<file path="config.mk">
export PLATFORM = sky130hd
export DESIGN_NAME = sdr_ctrl
export DESIGN_NICKNAME = d
export VERILOG_FILES = /design/src/rtl/sdr_pkg.sv /design/src/rtl/sdr_ctrl.sv
export SDC_FILE = /design/constraint.sdc
export NUM_CORES = 1
export LEC_CHECK = 0
export ABC_AREA = 1
export BUFFER_PORTS_ARGS = -buffer_cell sky130_fd_sc_hd__buf_2
export CAP_MARGIN = 5
export CORE_MARGIN = 2
export CORE_UTILIZATION = 35
export CTS_BUF_LIST = sky130_fd_sc_hd__clkbuf_16
export CTS_CLUSTER_SIZE = 14
export DETAILED_ROUTE_END_ITERATION = 6
export PLACE_DENSITY_LB_ADDON = 0.3
export SLEW_MARGIN = 20
export SYNTH_ARGS = -nofsm -noshare
export SYNTH_HDL_FRONTEND = slang
export SYNTH_SLANG_ARGS = --single-unit
</file>
<file path="constraint.sdc">
create_clock -name CLK -period 3.25 [get_ports CLK]
set_input_delay 0.65 -clock CLK [delete_from_list [all_inputs] [get_ports CLK]]
set_output_delay 0.65 -clock CLK [all_outputs]
set_load 0.01 [all_outputs]
</file>
<file path="src/rtl/sdr_pkg.sv">
// Package: register map, field layout and command codes of the SDRAM access/refresh block
package sdr_pkg;
   // ****************************************
   // Register offsets (byte addresses)
   // ****************************************
   localparam logic [7:0] OFF_MEM_CTRL   = 8'h00;
   localparam logic [7:0] OFF_WAIT_CTRL2 = 8'h04;
   localparam logic [7:0] OFF_RT_CTRL    = 8'h08;
   localparam logic [7:0] OFF_RT_COUNT   = 8'h0c;
   localparam logic [7:0] OFF_RT_CONST   = 8'h10;
   localparam logic [7:0] OFF_STATUS     = 8'h14;
   // ****************************************
   // Field positions and reset values
   // ****************************************
   localparam int F_TPC   = 0;   // 2 bits, precharge wait
   localparam int F_RCD   = 2;   // 2 bits, activate to command
   localparam int F_TRWL  = 4;   // 2 bits, write recovery
   localparam int F_REFRESH_RAS_CYCLES_FIELD  = 6;   // 3 bits, refresh RAS cycles
   localparam int F_REFRESH_MODE_BIT = 9;
   localparam int F_REFRESH_ENABLE_BIT  = 10;
   localparam int F_AMX   = 11;  // 2 bits, lo then hi
   localparam int F_A2LAT = 0;   // 2 bits in wait control 2
   localparam int F_A3LAT = 2;
   localparam logic [12:0] MEM_CTRL_RST   = 13'h0000;
   localparam logic [3:0]  WAIT_CTRL2_RST = 4'hf;
   localparam logic [2:0]  RT_CTRL_RST    = 3'h0;
   localparam logic [7:0]  RT_COUNT_RST   = 8'h00;
   localparam logic [7:0]  RT_CONST_RST   = 8'hff;
   // ****************************************
   // Commands {ras_n, cas_n, rdwr_n}
   // ****************************************
   localparam logic [2:0] CMD_NOP   = 3'h7;
   localparam logic [2:0] CMD_BANK_ACTIVATE_CMD  = 3'h3;
   localparam logic [2:0] CMD_READ  = 3'h5;
   localparam logic [2:0] CMD_WRITE = 3'h4;
   localparam logic [2:0] CMD_REF   = 3'h1;
   localparam logic [3:0] BURST_BEATS = 4'h4;
   typedef enum logic [5:0] {
      ST_IDLE = 6'h01,
      ST_ACT  = 6'h02,
      ST_RCDW = 6'h04,
      ST_XFER = 6'h08,
      ST_REF  = 6'h10,
      ST_REFW = 6'h20
   } sdr_state_t;
endpackage

</file>
<file path="src/rtl/sdr_ctrl.sv">
// SDRAM access sequencer, address multiplexer and auto-refresh timer with APB registers
//
// Local design decisions: register access over APB and the register addresses.
`timescale 1ns/1ps
module sdr_ctrl
   import sdr_pkg::*;
(
   // Clock and reset
   input  wire  logic         CLK,
   input  wire  logic         SRST,
   // APB slave
   input  wire  logic         PSEL,
   input  wire  logic         PENABLE,
   input  wire  logic         PWRITE,
   input  wire  logic [7:0]   PADDR,
   input  wire  logic [31:0]  PWDATA,
   output       logic [31:0]  PRDATA,
   output       logic         PREADY,
   output       logic         PSLVERR,
   // Access requests
   input  wire  logic         REQ,
   input  wire  logic         REQ_WRITE,
   input  wire  logic         REQ_BURST,
   input  wire  logic         REQ_AREA3,
   input  wire  logic [25:0]  REQ_ADDR,
   input  wire  logic [127:0] REQ_WDATA,
   output       logic         REQ_DONE,
   output       logic [31:0]  RD_DATA,
   output       logic         RD_VALID,
   // Memory bus
   input  wire  logic         EXTERNAL_COMMAND_CLOCK,
   output       logic [25:0]  SD_ADDR,
   output       logic         SD_RAS_N,
   output       logic         SD_CAS_N,
   output       logic         SD_RDWR_N,
   output       logic         SD_CS2_N,
   output       logic         SD_CS3_N,
   output       logic         SD_CKE,
   output       logic         BUS_CYCLE_STROBE_N,
   input  wire  logic [31:0]  SD_DQ_I,
   output       logic [31:0]  SD_DQ_O,
   output       logic         SD_DQ_OE
);
   // ****************************************
   // Pin multiplexer
   // ****************************************
   function automatic logic [25:0] mux_pins(input logic [25:0] a, input logic [1:0] amx,
                                            input logic row, input logic lh);
      logic [25:0] p;
      logic [4:0]  s;
      p = a;
      s = (amx == 2'b11) ? 5'h08 : 5'h08 + {3'h0, amx};
      if (row) begin
         for (int n = 1; n <= 15; n++) begin
            p[n] = a[5'(n) + s];
         end
      end else if (amx == 2'b11) begin
         p[10] = lh;
         p[11] = a[19];
      end else begin
         p[12] = lh;
         p[13] = a[5'h15 + {3'h0, amx}];
      end
      return p;
   endfunction

   // ****************************************
   // Registers and state
   // ****************************************
   logic [12:0]  mem_ctrl_reg;
   logic [3:0]   wait_ctrl2_reg;
   logic [2:0]   rt_ctrl_reg;
   logic [7:0]   rt_count_reg;
   logic [7:0]   rt_const_reg;
   logic [11:0]  presc_reg;
   logic         ref_pend_reg;
   sdr_state_t   state_reg;
   logic [3:0]   cnt_reg;
   logic [3:0]   busy_reg [2];
   logic [25:0]  addr_reg;
   logic         wr_reg;
   logic         burst_reg;
   logic         area3_reg;
   logic [127:0] wdata_reg;
   logic         ck_s1_reg;
   logic         ck_s2_reg;
   logic         ck_s3_reg;
   logic [31:0]  dq_s1_reg;
   logic [31:0]  dq_s2_reg;
   logic [31:0]  prdata_reg;
   logic         pready_reg;
   logic         pslverr_reg;
   logic         done_reg;
   logic [31:0]  rd_data_reg;
   logic         rd_valid_reg;
   logic [25:0]  pins_reg;
   logic [2:0]   cmd_reg;
   logic         cs2_n_reg;
   logic         cs3_n_reg;
   logic         cke_reg;
   logic         bs_n_reg;
   logic [31:0]  dq_o_reg;
   logic         dq_oe_reg;

   // ****************************************
   // Decode and selection
   // ****************************************
   wire        tick       = ck_s2_reg & ~ck_s3_reg;
   wire        apb_wr     = PSEL & PENABLE & PWRITE & pready_reg;
   wire        apb_setup  = PSEL & ~PENABLE;
   wire        sel_mem    = PADDR == OFF_MEM_CTRL;
   wire        sel_wait   = PADDR == OFF_WAIT_CTRL2;
   wire        sel_rtc    = PADDR == OFF_RT_CTRL;
   wire        sel_cnt    = PADDR == OFF_RT_COUNT;
   wire        sel_const  = PADDR == OFF_RT_CONST;
   wire        sel_stat   = PADDR == OFF_STATUS;
   wire        mapped     = sel_mem | sel_wait | sel_rtc | sel_cnt | sel_const | sel_stat;
   wire [1:0]  tpc        = mem_ctrl_reg[F_TPC +: 2];
   wire [1:0]  activate_delay_field        = mem_ctrl_reg[F_RCD +: 2];
   wire [1:0]  trwl       = mem_ctrl_reg[F_TRWL +: 2];
   wire [2:0]  refresh_ras_cycles_field       = mem_ctrl_reg[F_REFRESH_RAS_CYCLES_FIELD +: 3];
   wire        refresh_mode_bit      = mem_ctrl_reg[F_REFRESH_MODE_BIT];
   wire        refresh_enable_bit       = mem_ctrl_reg[F_REFRESH_ENABLE_BIT];
   wire [1:0]  amx        = mem_ctrl_reg[F_AMX +: 2];
   wire        auto_ref   = refresh_enable_bit & ~refresh_mode_bit;
   wire        self_ref   = refresh_enable_bit & refresh_mode_bit;
   // Divider taps: /4 up to /4096; select 0 stops the counter
   wire [11:0] tap_mask   = (rt_ctrl_reg == 3'h1) ? 12'h003 :
                            (rt_ctrl_reg == 3'h2) ? 12'h00f :
                            (rt_ctrl_reg == 3'h3) ? 12'h03f :
                            (rt_ctrl_reg == 3'h4) ? 12'h0ff :
                            (rt_ctrl_reg == 3'h5) ? 12'h3ff :
                            (rt_ctrl_reg == 3'h6) ? 12'h7ff : 12'hfff;
   wire        rt_tick    = (rt_ctrl_reg != 3'h0) && ((presc_reg & tap_mask) == tap_mask);
   wire        rt_match   = rt_count_reg == rt_const_reg;
   wire [1:0]  lat_raw    = area3_reg ? wait_ctrl2_reg[F_A3LAT +: 2]
                                      : wait_ctrl2_reg[F_A2LAT +: 2];
   wire [3:0]  lat        = (lat_raw == 2'h0) ? 4'h1 : {2'h0, lat_raw};
   wire [3:0]  beats      = burst_reg ? BURST_BEATS : 4'h1;
   wire [3:0]  last_cyc   = wr_reg ? beats - 4'h1 : lat + beats - 4'h1;
   wire [3:0]  next_cyc   = cnt_reg + 4'h1;
   wire        issue_more = next_cyc < beats;
   wire [1:0]  beat_col   = addr_reg[3:2] + next_cyc[1:0];
   wire [25:0] col_addr   = {addr_reg[25:4], beat_col, addr_reg[1:0]};
   wire        last_cmd   = next_cyc == beats - 4'h1;
   wire        cap_now    = ~wr_reg && (cnt_reg >= lat) && (cnt_reg < lat + beats);
   wire        cap_next   = ~wr_reg && (next_cyc >= lat) && (next_cyc < lat + beats);
   wire        req_free   = busy_reg[REQ_AREA3] == 4'h0;
   wire        start_ref  = ref_pend_reg & auto_ref & ~self_ref;
   wire        start_acc  = REQ & req_free & ~ref_pend_reg & ~self_ref;
   wire [3:0]  rec_wait   = wr_reg ? {2'h0, trwl} + {2'h0, tpc} + 4'h2 : {2'h0, tpc} + 4'h1;
   wire [31:0] status     = {26'h0, state_reg == ST_IDLE, ref_pend_reg, busy_reg[1] != 4'h0,
                             busy_reg[0] != 4'h0, self_ref, auto_ref};
   wire [31:0] rd_mux     = sel_mem   ? {19'h0, mem_ctrl_reg} :
                            sel_wait  ? {28'h0, wait_ctrl2_reg} :
                            sel_rtc   ? {29'h0, rt_ctrl_reg} :
                            sel_cnt   ? {24'h0, rt_count_reg} :
                            sel_const ? {24'h0, rt_const_reg} :
                            sel_stat  ? status : 32'h0;

   // ****************************************
   // Synchronisers
   // ****************************************
   // The link clock is only sampled; edges are found one tap behind the second stage
   always_ff @(posedge CLK) begin
      ck_s1_reg <= EXTERNAL_COMMAND_CLOCK;
      ck_s2_reg <= ck_s1_reg;
      ck_s3_reg <= ck_s2_reg;
      dq_s1_reg <= SD_DQ_I;
      dq_s2_reg <= dq_s1_reg;
   end

   // ****************************************
   // APB slave, zero wait states
   // ****************************************
   always_ff @(posedge CLK) begin
      if (SRST) begin
         pready_reg     <= 1'b0;
         pslverr_reg    <= 1'b0;
         prdata_reg     <= 32'h0;
         mem_ctrl_reg   <= MEM_CTRL_RST;
         wait_ctrl2_reg <= WAIT_CTRL2_RST;
         rt_ctrl_reg    <= RT_CTRL_RST;
         rt_const_reg   <= RT_CONST_RST;
      end else begin
         pready_reg  <= apb_setup;
         pslverr_reg <= apb_setup & ~mapped;
         if (apb_setup & ~PWRITE) begin
            prdata_reg <= rd_mux;
         end
         if (apb_wr & sel_mem) begin
            mem_ctrl_reg <= PWDATA[12:0];
         end
         if (apb_wr & sel_wait) begin
            wait_ctrl2_reg <= PWDATA[3:0];
         end
         if (apb_wr & sel_rtc) begin
            rt_ctrl_reg <= PWDATA[2:0];
         end
         if (apb_wr & sel_const) begin
            rt_const_reg <= PWDATA[7:0];
         end
      end
   end

   // ****************************************
   // Refresh timer
   // ****************************************
   // Runs on its own divider so requester sleep or stall never stops it
   always_ff @(posedge CLK) begin
      if (SRST) begin
         presc_reg    <= 12'h0;
         rt_count_reg <= RT_COUNT_RST;
         ref_pend_reg <= 1'b0;
      end else begin
         presc_reg <= presc_reg + 12'h1;
         if (apb_wr & sel_cnt) begin
            rt_count_reg <= PWDATA[7:0];
         end else if (rt_match & auto_ref) begin
            rt_count_reg <= 8'h0;
         end else if (rt_tick) begin
            rt_count_reg <= rt_count_reg + 8'h1;
         end
         // A new match merges into the pending one; set wins over the clear
         if (rt_match & auto_ref) begin
            ref_pend_reg <= 1'b1;
         end else if (tick && state_reg == ST_IDLE && start_ref) begin
            ref_pend_reg <= 1'b0;
         end
      end
   end

   // ****************************************
   // Access and refresh sequencer
   // ****************************************
   always_ff @(posedge CLK) begin
      if (SRST) begin
         state_reg <= ST_IDLE;
         cnt_reg   <= 4'h0;
         busy_reg  <= '{4'h0, 4'h0};
         addr_reg  <= 26'h0;
         wr_reg    <= 1'b0;
         burst_reg <= 1'b0;
         area3_reg <= 1'b0;
         wdata_reg <= 128'h0;
         done_reg  <= 1'b0;
         rd_valid_reg <= 1'b0;
         rd_data_reg  <= 32'h0;
         pins_reg  <= 26'h0;
         cmd_reg   <= CMD_NOP;
         cs2_n_reg <= 1'b1;
         cs3_n_reg <= 1'b1;
         bs_n_reg  <= 1'b1;
         dq_o_reg  <= 32'h0;
         dq_oe_reg <= 1'b0;
         cke_reg   <= 1'b1;
      end else begin
         cke_reg      <= ~self_ref;
         done_reg     <= 1'b0;
         rd_valid_reg <= 1'b0;
         if (tick) begin
            cmd_reg   <= CMD_NOP;
            bs_n_reg  <= 1'b1;
            dq_oe_reg <= 1'b0;
            for (int b = 0; b < 2; b++) begin
               if (busy_reg[b] != 4'h0) begin
                  busy_reg[b] <= busy_reg[b] - 4'h1;
               end
            end
            case (state_reg)
               ST_IDLE: begin
                  cs2_n_reg <= 1'b1;
                  cs3_n_reg <= 1'b1;
                  if (start_ref) begin
                     cmd_reg   <= CMD_REF;
                     cs2_n_reg <= 1'b0;
                     cs3_n_reg <= 1'b0;
                     state_reg <= ST_REF;
                  end else if (start_acc) begin
                     addr_reg  <= REQ_ADDR;
                     wr_reg    <= REQ_WRITE;
                     burst_reg <= REQ_BURST;
                     area3_reg <= REQ_AREA3;
                     wdata_reg <= REQ_WDATA;
                     cmd_reg   <= CMD_BANK_ACTIVATE_CMD;
                     pins_reg  <= mux_pins(REQ_ADDR, amx, 1'b1, 1'b0);
                     cs2_n_reg <= REQ_AREA3;
                     cs3_n_reg <= ~REQ_AREA3;
                     cnt_reg   <= {2'h0, activate_delay_field};
                     state_reg <= ST_RCDW;
                  end
               end
               ST_RCDW: begin
                  if (cnt_reg == 4'h0) begin
                     // First command; last of a single access auto-precharges
                     cmd_reg   <= wr_reg ? CMD_WRITE : CMD_READ;
                     pins_reg  <= mux_pins({addr_reg[25:4], addr_reg[3:2], addr_reg[1:0]},
                                           amx, 1'b0, ~burst_reg);
                     dq_o_reg  <= wdata_reg[32 * addr_reg[3:2] +: 32];
                     dq_oe_reg <= wr_reg;
                     bs_n_reg  <= ~(wr_reg | lat == 4'h0);
                     cnt_reg   <= 4'h0;
                     state_reg <= ST_XFER;
                  end else begin
                     cnt_reg <= cnt_reg - 4'h1;
                  end
               end
               ST_XFER: begin
                  cnt_reg <= next_cyc;
                  if (cap_now) begin
                     rd_data_reg  <= dq_s2_reg;
                     rd_valid_reg <= 1'b1;
                  end
                  if (issue_more) begin
                     cmd_reg   <= wr_reg ? CMD_WRITE : CMD_READ;
                     pins_reg  <= mux_pins(col_addr, amx, 1'b0, last_cmd);
                     dq_o_reg  <= wdata_reg[32 * beat_col +: 32];
                     dq_oe_reg <= wr_reg;
                  end
                  bs_n_reg <= ~((wr_reg & issue_more) | cap_next);
                  if (cnt_reg == last_cyc) begin
                     busy_reg[area3_reg] <= rec_wait;
                     done_reg  <= 1'b1;
                     bs_n_reg  <= 1'b1;
                     state_reg <= ST_IDLE;
                  end
               end
               ST_REF: begin
                  cs2_n_reg <= 1'b1;
                  cs3_n_reg <= 1'b1;
                  cnt_reg   <= {1'h0, refresh_ras_cycles_field} + {2'h0, tpc} + 4'h1;
                  state_reg <= ST_REFW;
               end
               ST_REFW: begin
                  if (cnt_reg == 4'h0) begin
                     state_reg <= ST_IDLE;
                  end else begin
                     cnt_reg <= cnt_reg - 4'h1;
                  end
               end
               default: state_reg <= ST_IDLE;
            endcase
         end
      end
   end

   // ****************************************
   // Outputs
   // ****************************************
   assign PRDATA             = prdata_reg;
   assign PREADY             = pready_reg;
   assign PSLVERR            = pslverr_reg;
   assign REQ_DONE           = done_reg;
   assign RD_DATA            = rd_data_reg;
   assign RD_VALID           = rd_valid_reg;
   assign SD_ADDR            = pins_reg;
   assign {SD_RAS_N, SD_CAS_N, SD_RDWR_N} = cmd_reg;
   assign SD_CS2_N           = cs2_n_reg;
   assign SD_CS3_N           = cs3_n_reg;
   assign SD_CKE             = cke_reg;
   assign BUS_CYCLE_STROBE_N = bs_n_reg;
   assign SD_DQ_O            = dq_o_reg;
   assign SD_DQ_OE           = dq_oe_reg;

   // ****************************************
   // Assertions
   // ****************************************
   a_cke_self_ref: assert property (@(posedge CLK) disable iff (SRST)
      ##1 (SD_CKE == ~$past(self_ref)))
      else $error("clock enable does not follow self-refresh");
   a_counter_clear: assert property (@(posedge CLK) disable iff (SRST)
      (rt_match && auto_ref && !(apb_wr && sel_cnt)) |=> (rt_count_reg == 8'h0) && ref_pend_reg)
      else $error("refresh match did not clear counter or raise request");
   a_rcd_nop: assert property (@(posedge CLK) disable iff (SRST)
      (tick && state_reg == ST_RCDW && cnt_reg != 4'h0) |=> (cmd_reg == CMD_NOP))
      else $error("no NOP after activate with long delay");
   a_act_bank_free: assert property (@(posedge CLK) disable iff (SRST)
      $rose(cmd_reg == CMD_BANK_ACTIVATE_CMD)
         |-> ((SD_CS2_N ? $past(busy_reg[1]) : $past(busy_reg[0])) == 4'h0))
      else $error("activate to a bank still precharging");
   a_bs_on_data: assert property (@(posedge CLK) disable iff (SRST)
      RD_VALID |-> $past(bs_n_reg == 1'b0))
      else $error("read data captured outside strobed data cycle");
   a_data_with_cmd: assert property (@(posedge CLK) disable iff (SRST)
      (SD_DQ_OE) |-> (cmd_reg == CMD_WRITE))
      else $error("write data driven without write command");
   a_fixed_pins: assert property (@(posedge CLK) disable iff (SRST)
      (cmd_reg != CMD_NOP && cmd_reg != CMD_REF)
         |-> (SD_ADDR[25:16] == addr_reg[25:16]) && (SD_ADDR[0] == addr_reg[0]))
      else $error("unmultiplexed address pin changed");
   a_ref_blocks: assert property (@(posedge CLK) disable iff (SRST)
      (state_reg == ST_REFW) |-> (cmd_reg == CMD_NOP))
      else $error("command issued during refresh recovery");
   a_apb_unmapped: assert property (@(posedge CLK) disable iff (SRST)
      (PSEL && !PENABLE && !mapped) |=> PREADY && PSLVERR)
      else $error("unmapped access not flagged");
endmodule // sdr_ctrl

</file>
# Yosys cells after proc, flatten, opt, wreduce, memory -nomap -nowiden
# Index checks and enable logic that the tools add are counted.
[classes]
addsub = 32
magnitude_cmp = 24
n_eq_ne = 29
shifts = 2
n_mux = 114
bitwise_logic = 46
reduce_logical = 30
[op_table]
columns = ["cell", "count"]
rows = [
  ["128-bit by 8-bit variable part select with 32-bit output", 2],
  ["26-bit two-way mux", 4],
  ["5-bit by 6-bit less-than comparator with 1-bit output (second input constant)", 16],
  ["1-bit binary-select mux with 5-bit select", 17],
  ["26-bit one-hot mux with 3 select lines", 1],
  ["12-bit two-way mux", 6],
  ["8-bit two-way mux", 9],
  ["32-bit two-way mux", 2],
  ["4-bit two-way mux", 16],
  ["32-bit one-hot mux with 2 select lines", 1],
  ["4-bit by 5-bit adder with 5-bit output (first input constant)", 8],
  ["6-bit two-way mux", 6],
  ["1-bit two-way mux", 30],
  ["6-bit one-hot mux with 5 select lines", 1],
  ["1-bit AND", 21],
  ["3-bit by 5-bit adder with 5-bit output (first input constant)", 4],
  ["4-bit one-hot mux with 5 select lines", 1],
  ["8-bit by 4-bit equality test with 1-bit output (second input constant)", 2],
  ["8-bit by 5-bit equality test with 1-bit output (second input constant)", 2],
  ["2-bit two-way mux", 8],
  ["4-bit by 1-bit subtractor with 4-bit output (second input constant)", 4],
  ["1-bit inverter", 15],
  ["2-bit != test (second input constant)", 7],
  ["13-bit two-way mux", 1],
  ["other kinds (56)", 93],
]
[totals]
ff_bits = 425
input_bits = 236
output_inout_bits = 134
wordCells = 312

# Logic depth before layout (Yosys ltp)
# Gate-level depths: netlist of run 1.
[depth]
word_depth = 13
depth_mapped = 19
ltp_nobuf = 19

# Worst setup path before layout of run 1
# OpenSTA, ideal clock, no wires.
[synth_timing]
path_kind = "flip-flop to flip-flop"
from = "reg area3_reg"
to = "reg rd_data_reg[21] (netlist: RD_DATA[21])"
setup_time_ps = 64
arrival_time_ps = 2545
required_time_ps = 3186
path_slack_ps = 641
stages_incl_launch_ff = 17
n_path_buf = 1
synth_period_minus_slack_ps = 2609
path_cell_list = "dfxtp_1 inv_1 nand2_1 nand2_1 o211ai_1 ha_1 ha_1 inv_1 ha_1 a21oi_1 nor2_1 o21ai_0 nand2_1 inv_1 clkbuf_1 nor2_1 nor2_1"
[synth_via]
elab_chain_len = 7
elab_cells_between_ends = 9
cone_classes = "add/sub: 1; order compare: 2; mux: 2; reduce/logical: 4"
[synth_rtl]
columns = ["item", "line", "source"]
rows = [
  ["start: declaration", "sdr_ctrl.sv:83", "logic area3_reg;"],
  ["start signal: assignment", "sdr_ctrl.sv:244", "area3_reg <= 1'b0;"],
  ["start signal: assignment", "sdr_ctrl.sv:283", "area3_reg <= REQ_AREA3;"],
  ["2-bit two-way mux *", "sdr_ctrl.sv:136", "wire [1:0] lat_raw = area3_reg ? wait_ctrl2_reg[F_A3LAT +: 2]"],
  ["2-bit logical NOT", "sdr_ctrl.sv:138", "wire [3:0] lat = (lat_raw == 2'h0) ? 4'h1 : {2'h0, lat_raw};"],
  ["2-bit two-way mux *", "sdr_ctrl.sv:138", ""],
  ["2-bit by 3-bit adder with 4-bit output or 4-bit by 2-bit >= comparator with 1-bit output (tied branches)", "sdr_ctrl.sv:146", "wire cap_now = ~wr_reg && (cnt_reg >= lat) && (cnt_reg < lat + beats);"],
  ["4-bit less-than comparator or 1-bit logical AND (tied branches)", "sdr_ctrl.sv:146", ""],
  ["1-bit logical AND *", "sdr_ctrl.sv:146", ""],
  ["3-bit AND reduction (no source line) *", "--", ""],
  ["end signal: assignment", "sdr_ctrl.sv:311", "rd_data_reg <= dq_s2_reg;"],
  ["end: declaration", "sdr_ctrl.sv:94", "logic [31:0] rd_data_reg;"],
]
# Every way passes the cells marked *; elsewhere a longest branch is shown, timed or not.
# A chain may end at the register's enable or synchronous reset.

# Final worst setup path of run 1
[layout_timing]
from = "reg area3_reg"
to = "reg busy_reg[1] in the netlist's numbering"
[layout_via]
elab_chain_len = 9
elab_cells_between_ends = 16
cone_classes = "add/sub: 2; order compare: 2; eq/ne: 1; mux: 8; bitwise: 1; reduce/logical: 2"
[layout_rtl]
columns = ["item", "line", "source"]
rows = [
  ["2-bit two-way mux", "sdr_ctrl.sv:136", ""],
  ["2-bit logical NOT", "sdr_ctrl.sv:138", ""],
  ["2-bit two-way mux", "sdr_ctrl.sv:138", ""],
  ["2-bit by 3-bit adder with 4-bit output", "sdr_ctrl.sv:140", "wire [3:0] last_cyc = wr_reg ? beats - 4'h1 : lat + beats - 4'h1;"],
  ["4-bit by 1-bit subtractor with 4-bit output", "sdr_ctrl.sv:140", ""],
  ["4-bit two-way mux", "sdr_ctrl.sv:140", ""],
  ["4-bit equality test", "sdr_ctrl.sv:321", "if (cnt_reg == last_cyc) begin"],
  ["8-bit two-way mux *", "sdr_ctrl.sv:321", ""],
  ["8-bit two-way mux *", "sdr_ctrl.sv:270", "case (state_reg)"],
  ["end signal: assignment", "sdr_ctrl.sv:240", "busy_reg <= '{4'h0, 4'h0};"],
  ["end signal: indexed assignment", "sdr_ctrl.sv:267", "busy_reg[b] <= busy_reg[b] - 4'h1;"],
  ["end signal: indexed assignment", "sdr_ctrl.sv:322", "busy_reg[area3_reg] <= rec_wait;"],
  ["end: declaration", "sdr_ctrl.sv:79", "logic [3:0] busy_reg [2];"],
]
# Marks and branches as above.

==> results of run 1 <==
[synthesized netlist by cell type (2+ instances only)]
| master | number | area (um2) |
|---|---|---|
| a21oi_1 | 240 | 1200 |
| a31oi_1 | 36 | 225 |
| buf_2 | 32 | 160 |
| buf_4 | 30 | 225 |
| buf_6 | 2 | 22.5 |
| clkbuf_1 | 79 | 297 |
| clkbuf_2 | 3 | 15.0 |
| dfxtp_1 | 405 | 8110 |
| ha_1 | 32 | 400 |
| inv_1 | 281 | 1050 |
| inv_2 | 6 | 22.5 |
| mux2i_1 | 5 | 50.1 |
| nand2_1 | 237 | 890 |
| nand3_1 | 61 | 305 |
| nand3b_1 | 2 | 15.0 |
| nand4_1 | 16 | 100 |
| nor2_1 | 270 | 1010 |
| nor2_2 | 4 | 25.0 |
| nor3_1 | 7 | 35.0 |
| nor3_4 | 2 | 32.5 |
| nor4_1 | 2 | 12.5 |
| o2111ai_1 | 2 | 17.5 |
| o211ai_1 | 50 | 375 |
| o21a_1 | 3 | 22.5 |
| o21ai_0 | 317 | 1590 |
| o21ai_1 | 88 | 440 |
| o21ai_2 | 2 | 17.5 |
| o221ai_1 | 5 | 43.8 |
| o22ai_1 | 2 | 12.5 |
| or2_2 | 34 | 213 |
| xnor2_1 | 5 | 43.8 |
| xor2_1 | 11 | 96.3 |
[worst min-delay path by stage]
stage | from | endpoint | depth (start not counted) | slack [ps]
final | SD_DQ_I[16] | dq_s1_reg[16] | 1 | 170
after global placement | dq_s1_reg[31] | dq_s2_reg[31] | 0 | 310
after detailed placement | dq_s1_reg[15] | dq_s2_reg[15] | 0 | 310
after global routing | SD_DQ_I[17] | dq_s1_reg[17] | 1 | 140
after CTS | SD_DQ_I[2] | dq_s1_reg[2] | 1 | 130
after floorplan | ck_s1_reg | ck_s2_reg | 0 | 310
[report_power, final]
part           leakage, nW  internal, mW  switching (mW)  total, mW
registers             3.31          5.18           0.109       5.29
logic                 5.65         0.433           0.678       1.11
clock network        0.747          2.95            2.15       5.10
[per-stage QoR]
stage                     instance area [um2]  utilization (%)
final                                   20900             43.0
after global routing                    20900             43.0
after CTS                               20900             42.9
after detailed placement                19400             39.9
after global placement                  19400             39.9
after floorplan                         17200                -
[cell families after synthesis]
| logic type | after synthesis |
|---|---|
| multiplexers | 5 |
| buffers and inverters | 435 |
| adder cells (fa/ha/maj) | 33 |
| flip-flops | 405 |
| other | 1 |
| AND/OR/NAND/NOR | 639 |
| XOR/XNOR | 16 |
| AO/OA/AOI/OAI | 749 |
[layout make-up]
type	count	area, um2	area share, %
sequential	405	8110	38.7
clock inverter	38	358	1.71
inverter	288	1090	5.20
multi-input combinational	1461	7350	35.1
tap	622	778	3.72
antenna	8	20.0	0.0957
clock buffer	45	1130	5.38
timing repair buffer	370	2090	9.99
[critical path, delay by kind of cell, from the launching register on]
| kind | cells | cell delay [ps] |
|---|---|---|
| AO/OA/AOI/OAI | 2 | 220 |
| adder cells (fa/ha/maj) | 2 | 580 |
| buffers and inverters | 2 | 230 |
| flip-flops | 1 | 360 |
| AND/OR/NAND/NOR | 11 | 1430 |
[what timing repair did]
item	in CTS	in global routing
endpoints found under the setup margin	0	35
setup buffers	0	1
gates resized for setup	0	2
[layer usage]
metal,GRT usage [%],part of all wire [%]
met5,0,0.19
met4,5.98,2.1
met3,5.05,6.9
met2,32.9,48
met1,23.6,43
==> results.json, run 1 <==
{
  "drt-total-wl_um": 50700,
  "first_pass_iters": 5,
  "timing.rr.end": "busy_reg[1]",
  "fin_cells": 3237,
  "wl_per_cell_um": 15.7,
  "clkSinkCount": 405,
  "r2r_cells": 17,
  "cts_root_buf": "clkbuf_16",
  "syn_area_per_cell_um2": 7.52,
  "synthFlopType": "dfxtp_1",
  "final_cell_mix": "405 x dfxtp_1, 331 x buf_2, 315 x o21ai_0",
  "fillCellCount": 4952,
  "synth-simple-area-share_pct": 15.6,
  "dp_cells": 3145,
  "fmax_ghz": 0.340,
  "holdWs_ps": 168,
  "grt_pass1_wl_um": 79000,
  "synth_edf_count": 0,
  "r2r-start": "area3_reg",
  "overflow": 0,
  "die-area_um2": 50900,
  "reg2reg_setup_slack_ps": 310,
  "postRouteAntennaNets": 0,
  "synth_compound_area_share_pct": 23.1,
  "htree_num_levels": 2,
  "syn_inst": 2283,
  "ir_drop_v": 0.000365,
  "rsz0062_at_grt": "no",
  "clock_latency_ps": 580,
  "finClkSkew_ps": 16.2,
  "drc": 0,
  "synth-xor-area-share_pct": 0.816,
  "hold_class": "input pin to register",
  "slew_headroom_pct": 36.7,
  "cp.required_ps": 3700,
  "setup_viol": 0,
  "path_cells": "inv_1 -> nand2_1 -> nand2_1 -> o211ai_1 -> ha_1 -> ha_1 -> inv_1 -> nand2_1 -> nand3_1 -> nand3_1 -> nand2_1 -> nor2_1 -> nand2_1 -> nor2_2 -> nand3_1 -> nand3_1 -> a21oi_1",
  "fin_nets": 2840,
  "synth.area.mux_share_pct": 0.291,
  "crit_start": "area3_reg",
  "num_rows": 81,
  "crit_type": "register to register",
  "cts_tree": "yes",
  "io_buffers": 331,
  "synth_top_family_by_area": "compound AO/OA/AOI/OAI gates",
  "numCtsBuffers": 45,
  "crit_end": "busy_reg[1]",
  "grt_pass1_vias": 15200,
  "initial_utilization_pct": 35.3,
  "io_pins": 370,
  "fin_crit_sh_pct": 90.4,
  "num_vias": 16100,
  "outcome": "complete, no violations",
  "area_growth_pct": 21.8,
  "layout_setup_ws_ps": 311,
  "cts_hold_buf": 0,
  "track_usage_pct": 19.3,
  "p_leak_nw": 9.70,
  "drt_iter0_drc": 939,
  "final.setup.tns_ps": 0,
  "hpwl_um": 36000,
  "p_total_mw": 11.5,
  "synth_async_sr_flop_share_pct": 0,
  "cap_violations": 0,
  "cp-end-kind": "register",
  "place.gp.congestion": 0.886,
  "period_needed_ps": 2940,
  "cp_slowest_cell": "dfxtp_1",
  "cp_data_arrival_time_ps": 3390,
  "synth_cell_types": 44,
  "grt_max_degree": 81,
  "ys_ff_latch": 405,
  "drv_slew": 0,
  "clk_pin_slew_ps": 60,
  "final_common_cell": "dfxtp_1",
  "crit_path_start_kind": "register",
  "die-height_um": 226,
  "drive_above_1_share_pct": 18.7,
  "yosys_warnings": 0,
  "post-place-ws_ps": 228,
  "coreArea_um2": 48600,
  "cp_max_fo": 9,
  "die_w_um": 226,
  "syn_area_um2": 17200,
  "vias_per_cell": 4.97,
  "antenna_found_initial": 18,
  "slowest_delay_ps": 360,
  "largest_reg_flops": 128,
  "cp_common_cell": "nand2_1",
  "synth_fa_ha_area_share_pct": 2.45,
  "worstMarginPinSlew_ps": 950,
  "clockBufferDepth": 3,
  "yosysSeqAreaShare_pct": 47.2,
  "hold_viol_final": 0,
  "powerDensity_nw_per_um2": 550
}
No activity file was read; power rests on OpenSTA's default activity.
==> run 2, diff against run 1 <==
--- a/config.mk
+++ b/config.mk
@@ -10,7 +10,7 @@
 export CAP_MARGIN = 5
 export CORE_MARGIN = 2
 export CORE_UTILIZATION = 35
-export CTS_BUF_LIST = sky130_fd_sc_hd__clkbuf_16
+export CTS_BUF_LIST = sky130_fd_sc_hd__clkbuf_2 sky130_fd_sc_hd__clkbuf_4 sky130_fd_sc_hd__clkbuf_8
 export CTS_CLUSTER_SIZE = 14
 export DETAILED_ROUTE_END_ITERATION = 6
 export PLACE_DENSITY_LB_ADDON = 0.3
==> results.json, run 2 (same netlist as run 1, synthesis figures left out) <==
{
  "cp.required_ps": 3770,
  "clockBufferDepth": 3,
  "drt-total-wl_um": 51000,
  "cts_tree": "yes",
  "htree_num_levels": 3,
  "p_total_mw": 11.4,
  "multiInputGateArea_um2": 7350,
  "hold_viol_final": 0,
  "drive_above_1_share_pct": 20.7,
  "setup_viol": 0,
  "first_pass_iters": 7,
  "io_buffers": 331,
  "finClkSkew_ps": 31.4,
  "fmax_ghz": 0.340,
  "cp-end-kind": "register",
  "cap_violations": 0,
  "largest_reg_flops": 128,
  "postRouteAntennaNets": 0,
  "crit_path_start_kind": "register",
  "hold_class": "input pin to register",
  "wl_per_cell_um": 15.5,
  "cp_max_fo": 9,
  "fin_util_pct": 43.1,
  "powerDensity_nw_per_um2": 544,
  "num_vias": 16200,
  "p_leak_nw": 9.76,
  "vias_per_cell": 4.94,
  "clkSinkCount": 405,
  "hpwl_um": 36000,
  "overflow": 0,
  "numCtsBuffers": 72,
  "num_rows": 81,
  "die-area_um2": 50900,
  "layout_setup_ws_ps": 312,
  "clk_pin_slew_ps": 60,
  "drt_iter0_drc": 934,
  "final_cell_mix": "405 x dfxtp_1, 331 x buf_2, 315 x o21ai_0",
  "post-place-ws_ps": 228,
  "worstMarginPinSlew_ps": 934,
  "design_area_um2": 21000,
  "die-height_um": 226,
  "clock_latency_ps": 660,
  "dp_cells": 3145,
  "period_needed_ps": 2940,
  "coreArea_um2": 48600,
  "drc": 1,
  "grt_pass1_vias": 15400,
  "die_w_um": 226,
  "place.gp.congestion": 0.886,
  "slew_headroom_pct": 37.7,
  "grt_max_degree": 81,
  "ir_drop_v": 0.000458,
  "outcome": "complete, but fails checks",
  "final.setup.tns_ps": 0,
  "track_usage_pct": 19.5,
  "fin_crit_sh_pct": 90.4,
  "grt_pass1_wl_um": 79400,
  "fin_nets": 2867,
  "io_pins": 370,
  "final_common_cell": "dfxtp_1",
  "initial_utilization_pct": 35.3,
  "failed_checks": "design-rule violations",
  "antenna_found_initial": 16,
  "holdWs_ps": 100,
  "drv_slew": 0,
  "post_dp_cell_area_um2": 19400,
  "cts_root_buf": "clkbuf_8",
  "fillCellCount": 4993,
  "cp_data_arrival_time_ps": 3460,
  "crit_type": "register to register",
  "area_growth_pct": 22.0,
  "fin_cells": 3281,
  "regArea_um2": 8110,
  "rsz0062_at_grt": "no"
}
-- run 2: changes by cell type in the layout (fill, tap and decap cells not counted), sizes merged --
cell / before / now
clkbuf: 45 / 113
bufinv: 5 / 2
clkinv: 20 / 7
inv: 297 / 290
clkinvlp: 4 / 3
-- run 2: timing repair --
item	in CTS	in global routing
buffers inserted	0	1
setup endpoints to repair	0	41
gates resized for setup	0	2
hold buffers	0	0
-- run 2: area by class of cell --
class | count | area share, %
Antenna cell | 8 | 0.0955
Clock buffer | 113 | 6.58
Clock inverter | 14 | 0.675
Inverter | 288 | 5.19
Multi-Input combinational cell | 1461 | 35.1
Sequential cell | 405 | 38.7
Tap cell | 622 | 3.71
Timing Repair Buffer | 370 | 9.97
-- run 2: path summary, 6_finish.rpt --
| path | endpoint | startpoint | slack [ps] | cells after the start |
|---|---|---|---|---|
| hold reg to reg | dq_s2_reg[9] | dq_s1_reg[9] | 320 | 0 |
| hold / removal | ck_s1_reg | EXTERNAL_COMMAND_CLOCK | 100 | 1 |
| setup / recovery | busy_reg[1] | area3_reg | 310 | 17 |
| setup reg to reg | busy_reg[1] | area3_reg | 310 | 17 |
-- run 2: metal layers --
| metal | GRT usage, % | share of wire (%) | up-vias |
|---|---|---|---|
| met5 | 0 | 0.15 | - |
| met2 | 32.3 | 47 | 482 |
| met1 | 23.6 | 43 | 7463 |
| li1 | - | - | 8141 |
| met3 | 5.95 | 7.2 | 107 |
| met4 | 7.99 | 2.6 | 12 |
-- run 2: worst max-delay path: stages (launching register included) --
cell	delay, ps
dfxtp_1	350
inv_1	130
nand2_1	70
nand2_1	110
o211ai_1	160
ha_1	240
ha_1	340
inv_1	100
nand2_1	90
nand3_1	70
nand3_1	80
nand2_1	50
nor2_1	250
nand2_1	150
nor2_2	320
nand3_1	130
nand3_1	100
a21oi_1	60
-- run 2: report_power, final --
part           total (mW)  internal, mW  switching [mW]
registers            5.29          5.18           0.109
logic                1.11         0.433           0.676
clock network        4.99          2.86            2.13
total                11.4          8.48            2.92
==> run 3, diff against run 2 <==
--- a/config.mk
+++ b/config.mk
@@ -8,12 +8,15 @@
 export ABC_AREA = 1
 export BUFFER_PORTS_ARGS = -buffer_cell sky130_fd_sc_hd__buf_2
 export CAP_MARGIN = 5
+export CELL_PAD_IN_SITES_DETAIL_PLACEMENT = 0
+export CELL_PAD_IN_SITES_GLOBAL_PLACEMENT = 1
 export CORE_MARGIN = 2
 export CORE_UTILIZATION = 35
 export CTS_BUF_LIST = sky130_fd_sc_hd__clkbuf_2 sky130_fd_sc_hd__clkbuf_4 sky130_fd_sc_hd__clkbuf_8
 export CTS_CLUSTER_SIZE = 14
 export DETAILED_ROUTE_END_ITERATION = 6
 export PLACE_DENSITY_LB_ADDON = 0.3
+export RECOVER_POWER = 50
 export SLEW_MARGIN = 20
 export SYNTH_ARGS = -nofsm -noshare
 export SYNTH_HDL_FRONTEND = slang
==> results.json, run 3 (same netlist as run 1, synthesis figures left out) <==
{
  "outcome": "complete, but fails checks",
  "failed_checks": "max-capacitance violations, max-slew violations",
  "drt_iter0_drc": 944,
  "grt_max_degree": 109,
  "ir_drop_v": 0.000419,
  "die-height_um": 226,
  "die_w_um": 226,
  "setup_viol": 0,
  "wl_per_cell_um": 15.6,
  "fin_crit_sh_pct": 92.2,
  "fin_nets": 2870,
  "pwr-share-clk_pct": 46.1,
  "place.gp.congestion": 0.852,
  "clkSinkCount": 405,
  "drc": 0,
  "cp_common_cell": "nand2_1",
  "path_buf_inv": 2,
  "clock_latency_ps": 660,
  "drv_slew": 139,
  "grtUsageMet1_pct": 23.9,
  "final_cell_mix": "405 x dfxtp_1, 321 x o21ai_0, 280 x inv_1",
  "powerDensity_nw_per_um2": 564,
  "swShare_pct": 25.6,
  "htree_num_levels": 3,
  "rsz0062_at_grt": "no",
  "io_buffers": 331,
  "cts_tree": "yes",
  "slew_headroom_pct": -28.5,
  "finClkSkew_ps": 28.0,
  "path_cells": "inv_1 -> nand2_1 -> nand2_1 -> o211ai_1 -> ha_1 -> ha_4 -> inv_1 -> nand2_1 -> nand3_1 -> nand3_1 -> nand2_1 -> nor2_1 -> nand2_1 -> nor2_2 -> nand3_1 -> nand3_1 -> a21oi_1",
  "grt_pass1_vias": 15400,
  "num_vias": 15900,
  "cp_slowest_cell": "dfxtp_1",
  "area_growth_pct": 22.4,
  "vias_per_cell": 4.85,
  "grt_pass1_wl_um": 80400,
  "worstMarginPinSlew_ps": 1930,
  "overflow": 0,
  "drt-total-wl_um": 51300,
  "hold_class": "input pin to register",
  "hpwl_um": 36300,
  "slowest_delay_ps": 350,
  "reg2reg_setup_slack_ps": 250,
  "seqPwrFrac_pct": 44.6,
  "track_usage_pct": 19.9,
  "use_met3_pct": 6.08,
  "coreArea_um2": 48600,
  "cts_root_buf": "clkbuf_8",
  "clockBufferDepth": 3,
  "antenna_found_initial": 14,
  "cp-end-kind": "register",
  "p_leak_nw": 9.35,
  "numCtsBuffers": 73,
  "hold_viol_final": 0,
  "globalRouteMet2Util_pct": 33.8,
  "clk_pin_slew_ps": 60,
  "postRouteAntennaNets": 0,
  "crit_path_start_kind": "register",
  "die-area_um2": 50900,
  "initial_utilization_pct": 35.3,
  "cts_hold_buf": 0,
  "first_pass_iters": 5,
  "io_pins": 370,
  "cp_max_fo": 9,
  "p_switching_mw": 3.04,
  "drive_above_1_share_pct": 16.4,
  "critPathTopFamily": "simple AND/OR/NAND/NOR gates",
  "period_needed_ps": 3000,
  "cp.required_ps": 3700,
  "cp_data_arrival_time_ps": 3450,
  "fmax_ghz": 0.334,
  "crit_type": "register to register",
  "largest_reg_flops": 128,
  "final_common_cell": "dfxtp_1",
  "cap_violations": 2,
  "top_usage_layer": "met2",
  "holdWs_ps": 91.9,
  "internal_power_mw": 8.83,
  "final.setup.tns_ps": 0,
  "num_rows": 81,
  "combinationalPowerShare_pct": 9.3
}
run 3: power groups by stage:
| stage | Clock (mW) | Combinational, mW | Sequential, mW |
|---|---|---|---|
| 2_1_floorplan | 0 | 0.711 | 5.38 |
| 3_3_place_gp | 0 | 1.11 | 5.39 |
| 3_5_place_dp | 0 | 1.12 | 5.39 |
| 4_1_cts | 5.64 | 1.13 | 5.29 |
| 5_1_grt | 5.84 | 1.26 | 5.31 |
| 6_report | 5.47 | 1.10 | 5.29 |
run 3: worst reg2reg max path: cells and delay by family, from the launching register on:
family / cells / cell delay (ps)
simple gates: 11 / 1470
fa+ha+maj: 2 / 550
flops: 1 / 350
compound gates: 2 / 220
buf+inv: 2 / 200
run 3: area by class of cell:
class / instances / area [um2]
Sequential cell: 405 / 8110
Clock buffer: 109 / 1410
Multi-Input combinational cell: 1461 / 7360
Timing Repair Buffer: 372 / 1970
Tap cell: 622 / 778
Fill cell: 5057 / 27600
Inverter: 288 / 1080
Clock inverter: 22 / 303
Antenna cell: 5 / 12.5
run 3: metal layers:
layer	part of all wire, %	vias to the layer above
met1	43	7255
met3	6.4	110
met5	0.23	-
met2	48	375
li1	-	8153
met4	2.5	18
run 3: worst paths after layout:
| path | from | to | cells past startpoint |
|---|---|---|---|
| worst max-delay path | area3_reg | busy_reg[2] | 17 |
| worst min register to register | dq_s1_reg[9] | dq_s2_reg[9] | 0 |
| worst max register to register | area3_reg | busy_reg[2] | 17 |
| worst min-delay path | SD_DQ_I[6] | dq_s1_reg[6] | 1 |
run 3: stage by stage:
stage	utilization, %	instance area (um2)	setup slack [ps]	cells	total power [mW]
after floorplan	-	17200	641	2301	6.09
after global placement	40.0	19500	263	3147	6.50
after global routing	43.2	21000	29.9	3281	12.4
after detailed placement	40.0	19500	218	3147	6.52
final	43.2	21000	254	3284	11.9
after CTS	43.5	21200	211	3278	12.1
run 3: what timing repair did:
item                                    CTS  global route
endpoints found under the hold margin     0             0
gates resized for setup                   0             3
setup buffers                             0             1
endpoints found under the setup margin    0            31
